===== src/design/pcc_pkg.sv =====
// Purpose: Shared constants and types for the pulse channel comparator board logic
// Assumes: 20 MHz clock, byte addressed register port with 8-bit address
// Notes:   Long cycle counts are also top-level parameters so simulation can shorten them
package pcc_pkg;
    localparam int NCH     = 5;
    localparam int NPAIR   = 2;
    localparam int MODE_W  = 3;
    localparam int THR_W   = 4;
    localparam int CNT_W   = 16;
    localparam int PEND_W  = 8;
    localparam int ADDR_W  = 8;
    localparam int IRQ_W   = 4;

    localparam int CLK_HZ         = 20_000_000;
    localparam int DEB_US         = 50_000;
    localparam int DEB_CYC        = DEB_US * (CLK_HZ / 1_000_000);
    localparam int DEB_W          = 20;
    localparam int TICK_US        = 1_000;
    localparam int TICK_CYC       = TICK_US * (CLK_HZ / 1_000_000);
    localparam int TICK_W         = 15;
    localparam int REFRESH_MS     = 1_000;
    localparam int REFRESH_CYC    = REFRESH_MS * (CLK_HZ / 1_000);
    localparam int REFRESH_W      = 25;
    localparam int PULSE_HALF_US  = 62_500;
    localparam int PULSE_HALF_CYC = PULSE_HALF_US * (CLK_HZ / 1_000_000);
    localparam int PULSE_W        = 21;

    // Mode switch field layout, per channel
    localparam int MF_MODE_LSB = 0;
    localparam int MF_DEB      = 2;

    localparam logic [ADDR_W-1:0] ADDR_ID       = 8'h00;
    localparam logic [ADDR_W-1:0] ADDR_MODE     = 8'h04;
    localparam logic [ADDR_W-1:0] ADDR_THRESH   = 8'h08;
    localparam logic [ADDR_W-1:0] ADDR_STAT_OUT = 8'h0c;
    localparam logic [ADDR_W-1:0] ADDR_IN_LEVEL = 8'h10;
    localparam logic [ADDR_W-1:0] ADDR_IRQ_STAT = 8'h14;
    localparam logic [ADDR_W-1:0] ADDR_IRQ_MASK = 8'h18;
    localparam logic [ADDR_W-1:0] ADDR_CUTOFF   = 8'h1c;
    localparam logic [ADDR_W-1:0] ADDR_CMP_STAT = 8'h20;
    localparam logic [2:0]        PAGE_PEND     = 3'h2;
    localparam logic [2:0]        PAGE_TOTAL    = 3'h3;

    localparam int IRQ_ALARM_LSB = 0;
    localparam int IRQ_DIR_LSB   = 2;
    localparam int ID_FIT_POS    = 8;
    localparam int ID_NCH_LSB    = 12;
    localparam int CS_SLOW_LSB   = 2;
    localparam int CS_EN_LSB     = 4;

    localparam logic [15:0]      CUTOFF_RST   = 16'h03e8;
    localparam logic [IRQ_W-1:0] MASK_RST     = 4'h0;
    localparam logic [NCH-1:0]   STAT_OUT_RST = 5'h00;
    // Arbitrary card type code
    localparam logic [7:0]       CARD_TYPE    = 8'h3c;
    localparam logic [3:0]       NCH_CODE     = 4'h5;

    typedef enum logic [1:0] {
        MODE_STAT_IN   = 2'h0,
        MODE_PULSE_IN  = 2'h1,
        MODE_STAT_OUT  = 2'h2,
        MODE_PULSE_OUT = 2'h3
    } pcc_mode_t;
endpackage


===== src/design/pcc_pair_if.sv =====
// Purpose: Carrier between the top and one pair comparator
// Assumes: Single clock domain
// Notes:   Edges are one-cycle pulses from the input conditioners
`timescale 1ns/100ps
interface pcc_pair_if;
    logic        a_edge;
    logic        b_edge;
    logic        b_lvl;
    logic        enable;
    logic [15:0] cutoff;
    logic        err;
    logic        dir;
    logic        slow;
    modport cmp (input a_edge, b_edge, b_lvl, enable, cutoff, output err, dir, slow);
    modport top (output a_edge, b_edge, b_lvl, enable, cutoff, input err, dir, slow);
endinterface


===== src/design/pcc_chan_in.sv =====
// Purpose: Input conditioner for one channel: synchroniser, debounce, rising edge
// Assumes: Pin is asynchronous to i_clock
// Notes:   Debounce path needs the level stable for DEB_CYCLES before it is accepted
`timescale 1ns/100ps
module pcc_chan_in #(
    parameter int DEB_CYCLES = pcc_pkg::DEB_CYC
) (
    input  wire logic i_clock,
    input  wire logic i_arst_n,
    input  wire logic i_pin,
    input  wire logic i_debounce,
    output logic      o_level,
    output logic      o_rise
);
    import pcc_pkg::*;

    logic              s1_reg;
    logic              s2_reg;
    logic              s3_reg;
    logic              clean_reg;
    logic              filt_reg;
    logic              rise_reg;
    logic [DEB_W-1:0]  deb_cnt_reg;

    always_ff @(posedge i_clock or negedge i_arst_n) begin
        if (!i_arst_n) begin
            s1_reg    <= 1'b0;
            s2_reg    <= 1'b0;
            s3_reg    <= 1'b0;
            clean_reg <= 1'b0;
        end else begin
            s1_reg <= i_pin;
            s2_reg <= s1_reg;
            s3_reg <= s2_reg;
            if (s2_reg == s3_reg) begin
                clean_reg <= s3_reg;
            end
        end
    end

    always_ff @(posedge i_clock or negedge i_arst_n) begin
        if (!i_arst_n) begin
            filt_reg    <= 1'b0;
            deb_cnt_reg <= '0;
        end else if (!i_debounce || clean_reg == filt_reg) begin
            filt_reg    <= i_debounce ? filt_reg : clean_reg;
            deb_cnt_reg <= '0;
        end else if (deb_cnt_reg == DEB_W'(DEB_CYCLES - 1)) begin
            filt_reg    <= clean_reg;
            deb_cnt_reg <= '0;
        end else begin
            deb_cnt_reg <= deb_cnt_reg + 1'b1;
        end
    end

    always_ff @(posedge i_clock or negedge i_arst_n) begin
        if (!i_arst_n) begin
            rise_reg <= 1'b0;
            o_level  <= 1'b0;
        end else begin
            o_level  <= filt_reg;
            rise_reg <= filt_reg & ~o_level;
        end
    end

    assign o_rise = rise_reg;
endmodule // pcc_chan_in


===== src/design/pcc_cmp.sv =====
// Purpose: Pulse comparator and phase discriminator for one channel pair
// Assumes: Edge pulses are one cycle long and already synchronised
// Notes:   Cutoff counts whole milliseconds between A edges
`timescale 1ns/100ps
module pcc_cmp #(
    parameter int TICK_CYCLES = pcc_pkg::TICK_CYC
) (
    input  wire logic i_clock,
    input  wire logic i_arst_n,
    pcc_pair_if.cmp   bus
);
    import pcc_pkg::*;

    typedef enum logic [2:0] {
        SEQ_IDLE = 3'b001,
        SEQ_A    = 3'b010,
        SEQ_B    = 3'b100
    } pcc_seq_t;

    pcc_seq_t            seq_reg;
    logic [TICK_W-1:0]   tick_cnt_reg;
    logic [15:0]         period_reg;
    logic                slow_reg;
    logic                err_reg;
    logic                dir_reg;
    logic                tick;
    logic                bad;

    assign tick = (tick_cnt_reg == TICK_W'(TICK_CYCLES - 1));
    // Both edges together, or two edges in a row from one side
    assign bad = (bus.a_edge & bus.b_edge)
               | (bus.a_edge & (seq_reg == SEQ_A))
               | (bus.b_edge & (seq_reg == SEQ_B));

    always_ff @(posedge i_clock or negedge i_arst_n) begin
        if (!i_arst_n) begin
            tick_cnt_reg <= '0;
        end else begin
            tick_cnt_reg <= tick ? '0 : tick_cnt_reg + 1'b1;
        end
    end

    // Saturating period in ms since the last A edge
    always_ff @(posedge i_clock or negedge i_arst_n) begin
        if (!i_arst_n) begin
            period_reg <= 16'hffff;
            slow_reg   <= 1'b1;
        end else begin
            if (bus.a_edge) begin
                period_reg <= '0;
            end else if (tick && period_reg != 16'hffff) begin
                period_reg <= period_reg + 1'b1;
            end
            if (!bus.enable) begin
                slow_reg <= 1'b1;
            end else if (bus.a_edge) begin
                slow_reg <= (period_reg >= bus.cutoff);
            end else if (period_reg >= bus.cutoff) begin
                slow_reg <= 1'b1;
            end
        end
    end

    always_ff @(posedge i_clock or negedge i_arst_n) begin
        if (!i_arst_n) begin
            seq_reg <= SEQ_IDLE;
        end else begin
            unique case ({bus.a_edge, bus.b_edge})
                2'b11: seq_reg <= SEQ_IDLE;
                2'b10: seq_reg <= SEQ_A;
                2'b01: seq_reg <= SEQ_B;
                2'b00: seq_reg <= seq_reg;
            endcase
        end
    end

    always_ff @(posedge i_clock or negedge i_arst_n) begin
        if (!i_arst_n) begin
            err_reg <= 1'b0;
        end else begin
            err_reg <= bus.enable & ~slow_reg & bad;
        end
    end

    // B low at an A rise means A leads by a quarter period
    always_ff @(posedge i_clock or negedge i_arst_n) begin
        if (!i_arst_n) begin
            dir_reg <= 1'b0;
        end else if (bus.enable && !slow_reg && bus.a_edge) begin
            dir_reg <= ~bus.b_lvl;
        end
    end

    assign bus.err  = err_reg;
    assign bus.dir  = dir_reg;
    assign bus.slow = slow_reg;
endmodule // pcc_cmp


===== src/design/pcc_top.sv =====
// Purpose: Five channel digital I/O board with pair comparators and register port
// Assumes: Switch and strap inputs are static; register master follows the plain strobe port
// Notes:   Configuration straps are taken once after reset release
`timescale 1ns/100ps
// How it works
// - Five channels, each in one of four modes
// - Mode comes from captured static switches
// - Pairs 1/2 and 3/4 compare when fitted
// - Check count, frequency, phase and order continuously
// - Simultaneous pulses on a pair are errors
// - Any comparison error latches an alarm
// - Below programmable cutoff, errors are suppressed
// - Pairs report flow direction from two pickups
// - Quadrature trains resolved; leading input found
// - Discriminator pairs inputs 1/2 and 3/4
// - Totalizer counts every pulse up to 10 kHz
// - Measurements refreshed well within five seconds
// - Pulse output at most 8/s, half duty
// - Presence, type and configuration are readable
// - Debounced or full-bandwidth input, per channel
module pcc_top #(
    parameter int DEB_CYCLES        = pcc_pkg::DEB_CYC,
    parameter int TICK_CYCLES       = pcc_pkg::TICK_CYC,
    parameter int REFRESH_CYCLES    = pcc_pkg::REFRESH_CYC,
    parameter int PULSE_HALF_CYCLES = pcc_pkg::PULSE_HALF_CYC
) (
    input  wire logic                                      i_clock,
    input  wire logic                                      i_arst_n,
    input  wire logic [pcc_pkg::ADDR_W-1:0]                i_addr,
    input  wire logic [31:0]                               i_wdata,
    input  wire logic                                      i_wr,
    input  wire logic                                      i_rd,
    output logic      [31:0]                               o_rdata,
    input  wire logic [pcc_pkg::NCH*pcc_pkg::MODE_W-1:0]   i_channel_mode_switches,
    input  wire logic [pcc_pkg::NCH*pcc_pkg::THR_W-1:0]    i_channel_threshold_switches,
    input  wire logic                                      i_cmp_fitted,
    input  wire logic [pcc_pkg::NCH-1:0]                   i_chan_pin,
    output logic      [pcc_pkg::NCH-1:0]                   o_chan_out,
    output logic      [pcc_pkg::NCH-1:0]                   o_chan_oe,
    output logic                                           o_irq
);
    import pcc_pkg::*;

    localparam int MSW_W = NCH * MODE_W;
    localparam int TSW_W = NCH * THR_W;
    localparam int CFG_W = MSW_W + TSW_W + 1;

    logic [CFG_W-1:0]      cfg_s1_reg;
    logic [CFG_W-1:0]      cfg_s2_reg;
    logic [CFG_W-1:0]      cfg_s3_reg;
    logic [CFG_W-1:0]      cfg_reg;
    logic                  cfg_done_reg;
    pcc_mode_t             mode [NCH];
    logic [NCH-1:0]        deb;
    logic [NCH-1:0]        lvl;
    logic [NCH-1:0]        rise;
    logic [NPAIR-1:0]      err;
    logic [NPAIR-1:0]      dir;
    logic [NPAIR-1:0]      slow;
    logic [NPAIR-1:0]      pen;
    logic [NPAIR-1:0]      dir_prev_reg;
    logic [15:0]           cutoff_reg;
    logic [NCH-1:0]        stat_out_reg;
    logic [IRQ_W-1:0]      irq_stat_reg;
    logic [IRQ_W-1:0]      irq_mask_reg;
    logic [IRQ_W-1:0]      irq_event;
    logic [IRQ_W-1:0]      irq_clear;
    logic [CNT_W-1:0]      total_reg [NCH];
    logic [CNT_W-1:0]      snap_reg  [NCH];
    logic [PEND_W-1:0]     pend_reg  [NCH];
    logic [NCH-1:0]        pulse_on_reg;
    logic [REFRESH_W-1:0]  refresh_cnt_reg;
    logic                  refresh_now;
    logic [PULSE_W-1:0]    pulse_cnt_reg;
    logic                  pulse_phase_reg;
    logic                  half_end;
    logic                  period_start;
    logic [2:0]            page;
    logic [2:0]            idx;
    logic                  idx_ok;
    logic [31:0]           rd_mux;

    assign page   = i_addr[7:5];
    assign idx    = i_addr[4:2];
    assign idx_ok = (idx < 3'(NCH));

    // Unequal reset values stop a capture before straps arrive
    always_ff @(posedge i_clock or negedge i_arst_n) begin
        if (!i_arst_n) begin
            cfg_s1_reg   <= '0;
            cfg_s2_reg   <= '1;
            cfg_s3_reg   <= '0;
            cfg_reg      <= '0;
            cfg_done_reg <= 1'b0;
        end else begin
            cfg_s1_reg <= {i_cmp_fitted, i_channel_threshold_switches, i_channel_mode_switches};
            cfg_s2_reg <= cfg_s1_reg;
            cfg_s3_reg <= cfg_s2_reg;
            if (!cfg_done_reg && cfg_s2_reg == cfg_s3_reg) begin
                cfg_reg      <= cfg_s3_reg;
                cfg_done_reg <= 1'b1;
            end
        end
    end

    for (genvar c = 0; c < NCH; c++) begin : g_chan
        assign mode[c] = pcc_mode_t'(cfg_reg[c*MODE_W+MF_MODE_LSB +: 2]);
        assign deb[c]  = cfg_reg[c*MODE_W+MF_DEB];
        pcc_chan_in #(
            .DEB_CYCLES (DEB_CYCLES)
        ) u_in (
            .i_clock    (i_clock),
            .i_arst_n   (i_arst_n),
            .i_pin      (i_chan_pin[c]),
            .i_debounce (deb[c]),
            .o_level    (lvl[c]),
            .o_rise     (rise[c])
        );
    end

    pcc_pair_if pair_if [NPAIR] ();

    for (genvar p = 0; p < NPAIR; p++) begin : g_pair
        assign pen[p] = cfg_reg[CFG_W-1] & (mode[2*p] == MODE_PULSE_IN)
                      & (mode[2*p+1] == MODE_PULSE_IN);
        assign pair_if[p].a_edge = rise[2*p];
        assign pair_if[p].b_edge = rise[2*p+1];
        assign pair_if[p].b_lvl  = lvl[2*p+1];
        assign pair_if[p].enable = pen[p];
        assign pair_if[p].cutoff = cutoff_reg;
        assign err[p]  = pair_if[p].err;
        assign dir[p]  = pair_if[p].dir;
        assign slow[p] = pair_if[p].slow;
        pcc_cmp #(
            .TICK_CYCLES (TICK_CYCLES)
        ) u_cmp (
            .i_clock  (i_clock),
            .i_arst_n (i_arst_n),
            .bus      (pair_if[p])
        );
    end

    // Interrupt status: alarms and direction changes, write one to clear
    assign irq_event = {dir ^ dir_prev_reg, err};
    assign irq_clear = (i_wr && i_addr == ADDR_IRQ_STAT) ? i_wdata[IRQ_W-1:0] : '0;

    always_ff @(posedge i_clock or negedge i_arst_n) begin
        if (!i_arst_n) begin
            irq_stat_reg <= '0;
            dir_prev_reg <= '0;
            o_irq        <= 1'b0;
        end else begin
            dir_prev_reg <= dir;
            // Set beats clear, so a live error keeps the alarm
            irq_stat_reg <= (irq_stat_reg & ~irq_clear) | irq_event;
            o_irq        <= |(irq_stat_reg & irq_mask_reg);
        end
    end

    always_ff @(posedge i_clock or negedge i_arst_n) begin
        if (!i_arst_n) begin
            irq_mask_reg <= MASK_RST;
            cutoff_reg   <= CUTOFF_RST;
            stat_out_reg <= STAT_OUT_RST;
        end else if (i_wr) begin
            if (i_addr == ADDR_IRQ_MASK) begin
                irq_mask_reg <= i_wdata[IRQ_W-1:0];
            end
            if (i_addr == ADDR_CUTOFF) begin
                cutoff_reg <= i_wdata[15:0];
            end
            if (i_addr == ADDR_STAT_OUT) begin
                stat_out_reg <= i_wdata[NCH-1:0];
            end
        end
    end

    // Totals wrap; host takes differences between snapshots
    assign refresh_now = (refresh_cnt_reg == REFRESH_W'(REFRESH_CYCLES - 1));

    always_ff @(posedge i_clock or negedge i_arst_n) begin
        if (!i_arst_n) begin
            refresh_cnt_reg <= '0;
        end else begin
            refresh_cnt_reg <= refresh_now ? '0 : refresh_cnt_reg + 1'b1;
        end
    end

    always_ff @(posedge i_clock or negedge i_arst_n) begin
        if (!i_arst_n) begin
            for (int c = 0; c < NCH; c++) begin
                total_reg[c] <= '0;
                snap_reg[c]  <= '0;
            end
        end else begin
            for (int c = 0; c < NCH; c++) begin
                if (rise[c] && mode[c] == MODE_PULSE_IN) begin
                    total_reg[c] <= total_reg[c] + 1'b1;
                end
                if (refresh_now) begin
                    snap_reg[c] <= total_reg[c];
                end
            end
        end
    end

    // One shared 8 Hz frame: first half high, second half low
    assign half_end     = (pulse_cnt_reg == PULSE_W'(PULSE_HALF_CYCLES - 1));
    assign period_start = half_end & pulse_phase_reg;

    always_ff @(posedge i_clock or negedge i_arst_n) begin
        if (!i_arst_n) begin
            pulse_cnt_reg   <= '0;
            pulse_phase_reg <= 1'b0;
        end else begin
            pulse_cnt_reg <= half_end ? '0 : pulse_cnt_reg + 1'b1;
            if (half_end) begin
                pulse_phase_reg <= ~pulse_phase_reg;
            end
        end
    end

    always_ff @(posedge i_clock or negedge i_arst_n) begin
        if (!i_arst_n) begin
            pulse_on_reg <= '0;
            for (int c = 0; c < NCH; c++) begin
                pend_reg[c] <= '0;
            end
        end else begin
            for (int c = 0; c < NCH; c++) begin
                if (period_start) begin
                    pulse_on_reg[c] <= (pend_reg[c] != '0) && (mode[c] == MODE_PULSE_OUT);
                end else if (half_end) begin
                    pulse_on_reg[c] <= 1'b0;
                end
                // Host load wins over the running decrement
                if (i_wr && page == PAGE_PEND && idx == 3'(c)) begin
                    pend_reg[c] <= i_wdata[PEND_W-1:0];
                end else if (period_start && pend_reg[c] != '0 && mode[c] == MODE_PULSE_OUT) begin
                    pend_reg[c] <= pend_reg[c] - 1'b1;
                end
            end
        end
    end

    always_ff @(posedge i_clock or negedge i_arst_n) begin
        if (!i_arst_n) begin
            o_chan_out <= '0;
            o_chan_oe  <= '0;
        end else begin
            for (int c = 0; c < NCH; c++) begin
                o_chan_oe[c]  <= (mode[c] == MODE_STAT_OUT) || (mode[c] == MODE_PULSE_OUT);
                o_chan_out[c] <= ((mode[c] == MODE_STAT_OUT) & stat_out_reg[c])
                               | ((mode[c] == MODE_PULSE_OUT) & pulse_on_reg[c]);
            end
        end
    end

    always_comb begin
        rd_mux = '0;
        unique case (i_addr)
            ADDR_ID: begin
                rd_mux[7:0]                   = CARD_TYPE;
                rd_mux[ID_FIT_POS]            = cfg_reg[CFG_W-1];
                rd_mux[ID_NCH_LSB +: 4]       = NCH_CODE;
            end
            ADDR_MODE:     rd_mux[MSW_W-1:0] = cfg_reg[MSW_W-1:0];
            ADDR_THRESH:   rd_mux[TSW_W-1:0] = cfg_reg[MSW_W +: TSW_W];
            ADDR_STAT_OUT: rd_mux[NCH-1:0]   = stat_out_reg;
            ADDR_IN_LEVEL: rd_mux[NCH-1:0]   = lvl;
            ADDR_IRQ_STAT: rd_mux[IRQ_W-1:0] = irq_stat_reg;
            ADDR_IRQ_MASK: rd_mux[IRQ_W-1:0] = irq_mask_reg;
            ADDR_CUTOFF:   rd_mux[15:0]      = cutoff_reg;
            ADDR_CMP_STAT: begin
                rd_mux[NPAIR-1:0]              = dir;
                rd_mux[CS_SLOW_LSB +: NPAIR]   = slow;
                rd_mux[CS_EN_LSB +: NPAIR]     = pen;
            end
            default: begin
                if (page == PAGE_PEND && idx_ok && i_addr[1:0] == 2'h0) begin
                    rd_mux[PEND_W-1:0] = pend_reg[idx];
                end else if (page == PAGE_TOTAL && idx_ok && i_addr[1:0] == 2'h0) begin
                    rd_mux[CNT_W-1:0] = snap_reg[idx];
                end
            end
        endcase
    end

    // Read data stands only in the cycle after the strobe
    always_ff @(posedge i_clock or negedge i_arst_n) begin
        if (!i_arst_n) begin
            o_rdata <= '0;
        end else begin
            o_rdata <= i_rd ? rd_mux : '0;
        end
    end
endmodule // pcc_top


===== config.mk =====
export PLATFORM = sky130hd
export DESIGN_NAME = pcc_top
export DESIGN_NICKNAME = d
export VERILOG_FILES = /design/src/design/pcc_pkg.sv /design/src/design/pcc_pair_if.sv /design/src/design/pcc_chan_in.sv /design/src/design/pcc_cmp.sv /design/src/design/pcc_top.sv
export SDC_FILE = /design/constraint.sdc
export NUM_CORES = 1
export LEC_CHECK = 0
export ABC_CLOCK_PERIOD_IN_PS = 2700
export BUFFER_PORTS_ARGS = -buffer_cell sky130_fd_sc_hd__buf_4
export CAP_MARGIN = 20
export CORE_MARGIN = 2
export CORE_UTILIZATION = 35
export CTS_CLUSTER_DIAMETER = 150
export DETAILED_ROUTE_END_ITERATION = 10
export GPL_ROUTABILITY_DRIVEN = 0
export PLACE_DENSITY = 0.55
export SLEW_MARGIN = 20
export SYNTH_ARGS = -nofsm -noshare
export SYNTH_HDL_FRONTEND = slang
export SYNTH_SLANG_ARGS = --single-unit

===== constraint.sdc =====
create_clock -name i_clock -period 2.7 [get_ports i_clock]
set_clock_uncertainty 0.05 [all_clocks]
set_input_delay 0.54 -clock i_clock [delete_from_list [all_inputs] [get_ports i_clock]]
set_output_delay 0.54 -clock i_clock [all_outputs]
set_load 0.02 [all_outputs]

# After elaboration in Yosys (flattened, before gate mapping)
# Index checks and enable logic that the tools add are counted.
dict set report op_classes {
  order_cmp 4
  reduce_logical 93
  eq_ne 68
  bitwise 53
  n_addsub 21
  n_mux 76
}
# cell count
set ops {}
lappend ops {{two-way mux 20 bit} 11}
lappend ops {{adder 16 x 1 -> 16 bit, second input constant} 7}
lappend ops {{two-way mux 16 bit} 7}
lappend ops {{two-way mux 8 bit} 14}
lappend ops {{adder 20 x 1 -> 20 bit, second input constant} 5}
lappend ops {{== test 20 bit, second input constant} 5}
lappend ops {{binary-select mux 16 bit (select 3 bit)} 1}
lappend ops {{nonzero test 8 bit} 5}
lappend ops {{subtractor 8 x 1 -> 8 bit, second input constant} 5}
lappend ops {{logical AND 1 bit} 38}
lappend ops {{== test 36 bit} 1}
lappend ops {{case mux 4 bit (9 select lines)} 1}
lappend ops {{== test 8 x 5 -> 1 bit, second input constant} 4}
lappend ops {{greater-or-equal comparator 16 bit} 2}
lappend ops {{!= test 16 bit, second input constant} 2}
lappend ops {{adder 15 x 1 -> 15 bit, second input constant} 2}
lappend ops {{bitwise AND 1 bit} 30}
lappend ops {{== test 15 bit, second input constant} 2}
lappend ops {{two-way mux 15 bit} 2}
lappend ops {{case mux 3 bit (5 select lines)} 2}
lappend ops {{== test 2 bit, second input constant} 14}
lappend ops {{two-way mux 1 bit} 27}
lappend ops {{nonzero test 2 bit} 13}
lappend ops {{adder 25 x 1 -> 25 bit, second input constant} 1}
lappend ops {{other kinds (42)} 114}
dict set report word_totals {
  register_bits 668
  word_cells 400
}

# Longest topological paths before layout
dict set report depth {
  ltp_word 8
  ltp_mapped 9
  mapped_depth_nobuf 7
}

# Hierarchy
# From an unflattened synthesis, not the netlist that was laid out.
dict set report unflattened {
  hier_cells 2676
  area_unflattened_um2 30832.1
}
# module area_per_inst_um2 seq_area_each_um2 cells_per_inst n_inst
set modules_own_cells {}
lappend modules_own_cells {pcc_top 20025.5 11538.6 1625 1}
lappend modules_own_cells {pcc_chan_in 1237.4 675.6 115 5}
lappend modules_own_cells {{pcc_cmp (g_pair[0].u_cmp)} 2341.0 948.4 239 1}
lappend modules_own_cells {{pcc_cmp (g_pair[1].u_cmp)} 2278.4 948.4 237 1}

# Least setup slack after synthesis
# OpenSTA, ideal clock, no wires.
dict set report synth_path {
  path_type {input -> register}
  start {input i_addr[6] (netlist bit)}
  end {register stat_out_reg[1]}
  path_buffers 2
  required_ps 2525
  cell_stages 6
  t_arrival_ps 2076
  setup_time_ps 125
  path_slack_ps 449
  path_cell_list {or4_1 buf_4 nor3_4 and4_1 buf_4 mux2_2}
}
dict set report synth_via {
  elab_chain_len 2
}
# item line
set synth_rtl {}
lappend synth_rtl {{start, declared} pcc_top.sv:29} ;# input wire logic [pcc_pkg::ADDR_W-1:0] i_addr,
lappend synth_rtl {{== test 8 x 4 -> 1 bit} pcc_top.sv:172} ;# if (i_addr == ADDR_STAT_OUT) begin
lappend synth_rtl {{AND reduction 2 bit (no source line)} n/a}
lappend synth_rtl {{end signal, assigned} pcc_top.sv:173} ;# stat_out_reg <= i_wdata[NCH-1:0];
lappend synth_rtl {{end, declared} pcc_top.sv:63} ;# logic [NCH-1:0] stat_out_reg;
# Every way passes these cells.
# A chain may end at the register's enable or synchronous reset.

# Worst setup path after layout
dict set report layout_path {
  start {register refresh_cnt_reg[2]}
  end {register snap_reg[32] (netlist bit)}
}
dict set report layout_via {
  elab_chain_len 1
}
# item line
set layout_rtl {}
lappend layout_rtl {{start, declared} pcc_top.sv:72} ;# logic [REFRESH_W-1:0] refresh_cnt_reg;
lappend layout_rtl {{start signal, assigned} pcc_top.sv:185} ;# refresh_cnt_reg <= refresh_now ? '0 : refresh_cnt_reg + 1'b1;
lappend layout_rtl {{== test 25 bit} pcc_top.sv:179} ;# assign refresh_now = (refresh_cnt_reg == REFRESH_W'(REFRESH_CYCLES - 1));
lappend layout_rtl {{end signal, assigned by index} pcc_top.sv:201} ;# snap_reg[c] <= total_reg[c];
lappend layout_rtl {{end, declared} pcc_top.sv:69} ;# logic [CNT_W-1:0] snap_reg [NCH];
# Every way passes these cells.

==> metrics.md <==
| Metric | Value |
|---|---|
| Dpl ws | -0.0228 ns |
| Final Power | 22.3 mW |
| Post-synth EDFFs | 0 |
| Initial antenna violation count | 2 |
| Clock Power Share | 47.6% |
| Vias in the first global route | 20900 |
| Resized cells post-CTS | 0 |
| Most frequent cells in the layout | dfrtp_1, nor2_1, buf_4 |
| Critical path class | reg -> reg |
| Most used flip-flop cell after synthesis | dfrtp_1 |
| Post-route non-filler standard cell count | around 4000 |
| Combinational Power Share | under 10% |
| Synthesized cell area | 30300 um^2 |
| Total number of vias | 20600 |
| Setup tns final | 0 ns |
| Worst Setup SP | refresh_cnt_reg[2] |
| Switching portion of total power | 23.1% |
| Achievable Freq | 399 MHz |
| Syn-to-layout area delta | 18.8% |
| Placed instance count | roughly 3900 |
| Worst hold-check path type | in -> reg |
| Fin crit period | 2.51 ns |
| Cell Pwr Density | 619 nW/um^2 |
| Peak supply drop | a little under 0.7 mV |
| First-pass DRT Iterations | 5 |
| Launch point of the worst reg-to-reg path | refresh_cnt_reg[2] |
| CTS buffer count | 76 |
| CTS HTree Levels | 3 |
| Crit path max fanout | 16 |
| Starting density of the core | 35.5% |
| Final instance area | between 30000 and 40000 um^2 |
| Post-Syn Area per Cell | 11.7 um^2 |
| Post-route ant nets | 0 |
| WL final | 75900 um |
| Synth Register Bits | about 670 |
| Clock buffer depth | 3 |
| Sequential fraction of the synthesis area | between 50% and 60% |
| Final Slew Violations | 0 |
| CTS tree | built |
| Most common cell after layout, fill and taps aside | dfrtp_1 |
| Fin crit share | just over 90% |
| Status | completed |
| Final Hold Fails | 0 |
| Crit end category | flop |
| RSZ-0062 raised after global routing | no |
| Die span in x | 298 um |
| Max reg flops | 100 |
| Worst hold slack | just under 0.1 ns |
| # rows | 107 |
| Dpl cell area | 33000 um^2 |
| Chip height | slightly below 300 um |
| Largest net degree at the start of global routing | 98 |
| Hold path startpoint | i_wdata[11] |
| Via density | 5.10 |
| Post-route DRC violation count | 0 |
| R2R setup slack | 0.19 ns |
| Root Buffer | clkbuf_16 |
| Slew at the pin closest to its max-slew limit | between 0.8 and 0.9 ns |
| Psw | about 5 mW |
| I/O Buffers | 99 |
| Synth warn | 0 |
| Die area | ~90000 um^2 |
| Layout cell share with drive strength beyond 1 | 21.4% |
| Sequential Power Share | 47.5% |
| Worst-Skew Late Latency | 0.63 ns |
| HPWL after DPL | 55000 um |
| N_diodes | 0 |
| Clock sinks | 668 |
| Total Routing Usage GR | 17.1% |
| Core box area | 85400 um^2 |
| Synthesized instance count | roughly 2600 |
| Cell internal pwr | 17.1 mW |
| Max-slew headroom | 45.0% |
| Layout Nets | roughly 3000 |
| Final Util | 42.1% |
| CTS Hold Bufs | 42 |
| MaxCap Viol Count | 0 |
| Setup bufs post-CTS | 0 |
| Critical Path RT | 3.13 ns |
| Synth cell types | 84 |
| Final worst slack | 0.191 ns |
| Final setup fails | 0 |
| Boundary Pins | roughly 130 |
| Post-synth ARST share | 100% |
| Avg WL per Cell | 18.8 um |
| Lkg Pwr | 15.6 nW |
| Global route total overflow | 0 |
| CP arrival | 2.94 ns |
| Clk slew on worst S/H paths | roughly 0.060 ns |
| Iteration-0 DRC Markers | 1426 |
| Worst setup SP type | flop |
| First-pass GRT wire length | 121000 um |
==> cell type report <==
type,instances,area (um^2)
Sequential cell,668,16800
Inverter,68,255
Clock buffer,112,2240
Clock inverter,24,353
Fill cell,8035,49400
Timing Repair Buffer,245,2160
Multi-Input combinational cell,1772,12700
Tap cell,1144,1430
==> routing by layer <==
layer / track usage [%] / up-vias / wire, um
met5: 0 / - / 33
met4: 5.64 / 4 / 2030
met3: 3.38 / 115 / 4350
met2: 27.0 / 511 / 34900
met1: 23.7 / 10300 / 34600
li1: - / 9612 / -
==> worst paths after layout <==
kind,cells past startpoint,to
setup / recovery,5,snap_reg[32]
hold / removal,2,cutoff_reg[11]
setup reg to reg,5,snap_reg[32]
hold reg to reg,0,cfg_s2_reg[3]
max in group asynchronous,4,g_pair[0].u_cmp.period_reg[11]
min in group asynchronous,2,o_chan_oe[2]
==> worst max-delay path, cell delays in order, from the launching register on <==
cell and delay, ns:
dfrtp_1 0.42, and4_1 0.34, nand4_2 0.22, and3b_4 0.72, buf_12 0.22, mux2_2 0.33
==> cells in the mapped netlist (29+ instances only) <==
cell type | instances | area, um^2
nor4_1 | 37 | 231
mux2_2 | 160 | 1800
a21oi_1 | 49 | 245
clkbuf_1 | 34 | 128
nand4_1 | 63 | 394
nand2_1 | 180 | 676
nand3_1 | 97 | 485
nor3_1 | 54 | 270
nor2_1 | 241 | 905
xor2_1 | 135 | 1180
inv_1 | 65 | 244
dfstp_2 | 78 | 2050
dfrtp_1 | 590 | 14800
o21ai_0 | 57 | 285
buf_2 | 30 | 150
or3_1 | 34 | 213
ha_1 | 66 | 826
xnor2_1 | 159 | 1390
and3_1 | 47 | 294
a31oi_1 | 29 | 181
==> kinds of logic (layout without fill, tap and decap cells) <==
family / Yosys count / in the layout / share of synthesized area [%]
compound gates: 263 / 263 / 5.70
xor+xnor: 294 / 294 / 8.50
fa+ha+maj: 71 / 71 / 2.89
buf+inv: 164 / 449 / 2.63
flops: 668 / 668 / 55.5
mux: 208 / 208 / 8.53
other cells: 1 / 12 / 0.0124
simple gates: 924 / 924 / 16.2
==> power by group through the flow <==
stage | Sequential, mW | Combinational [mW] | Clock, mW
floorplan | 10.6 | 0.540 | 0
global placement | 10.7 | 1.03 | 0
detailed placement | 10.8 | 1.06 | 0
CTS | 10.6 | 1.12 | 10.9
global route | 10.6 | 1.23 | 11.3
finish | 10.6 | 1.10 | 10.6
Power figures use the tool's default switching activity.
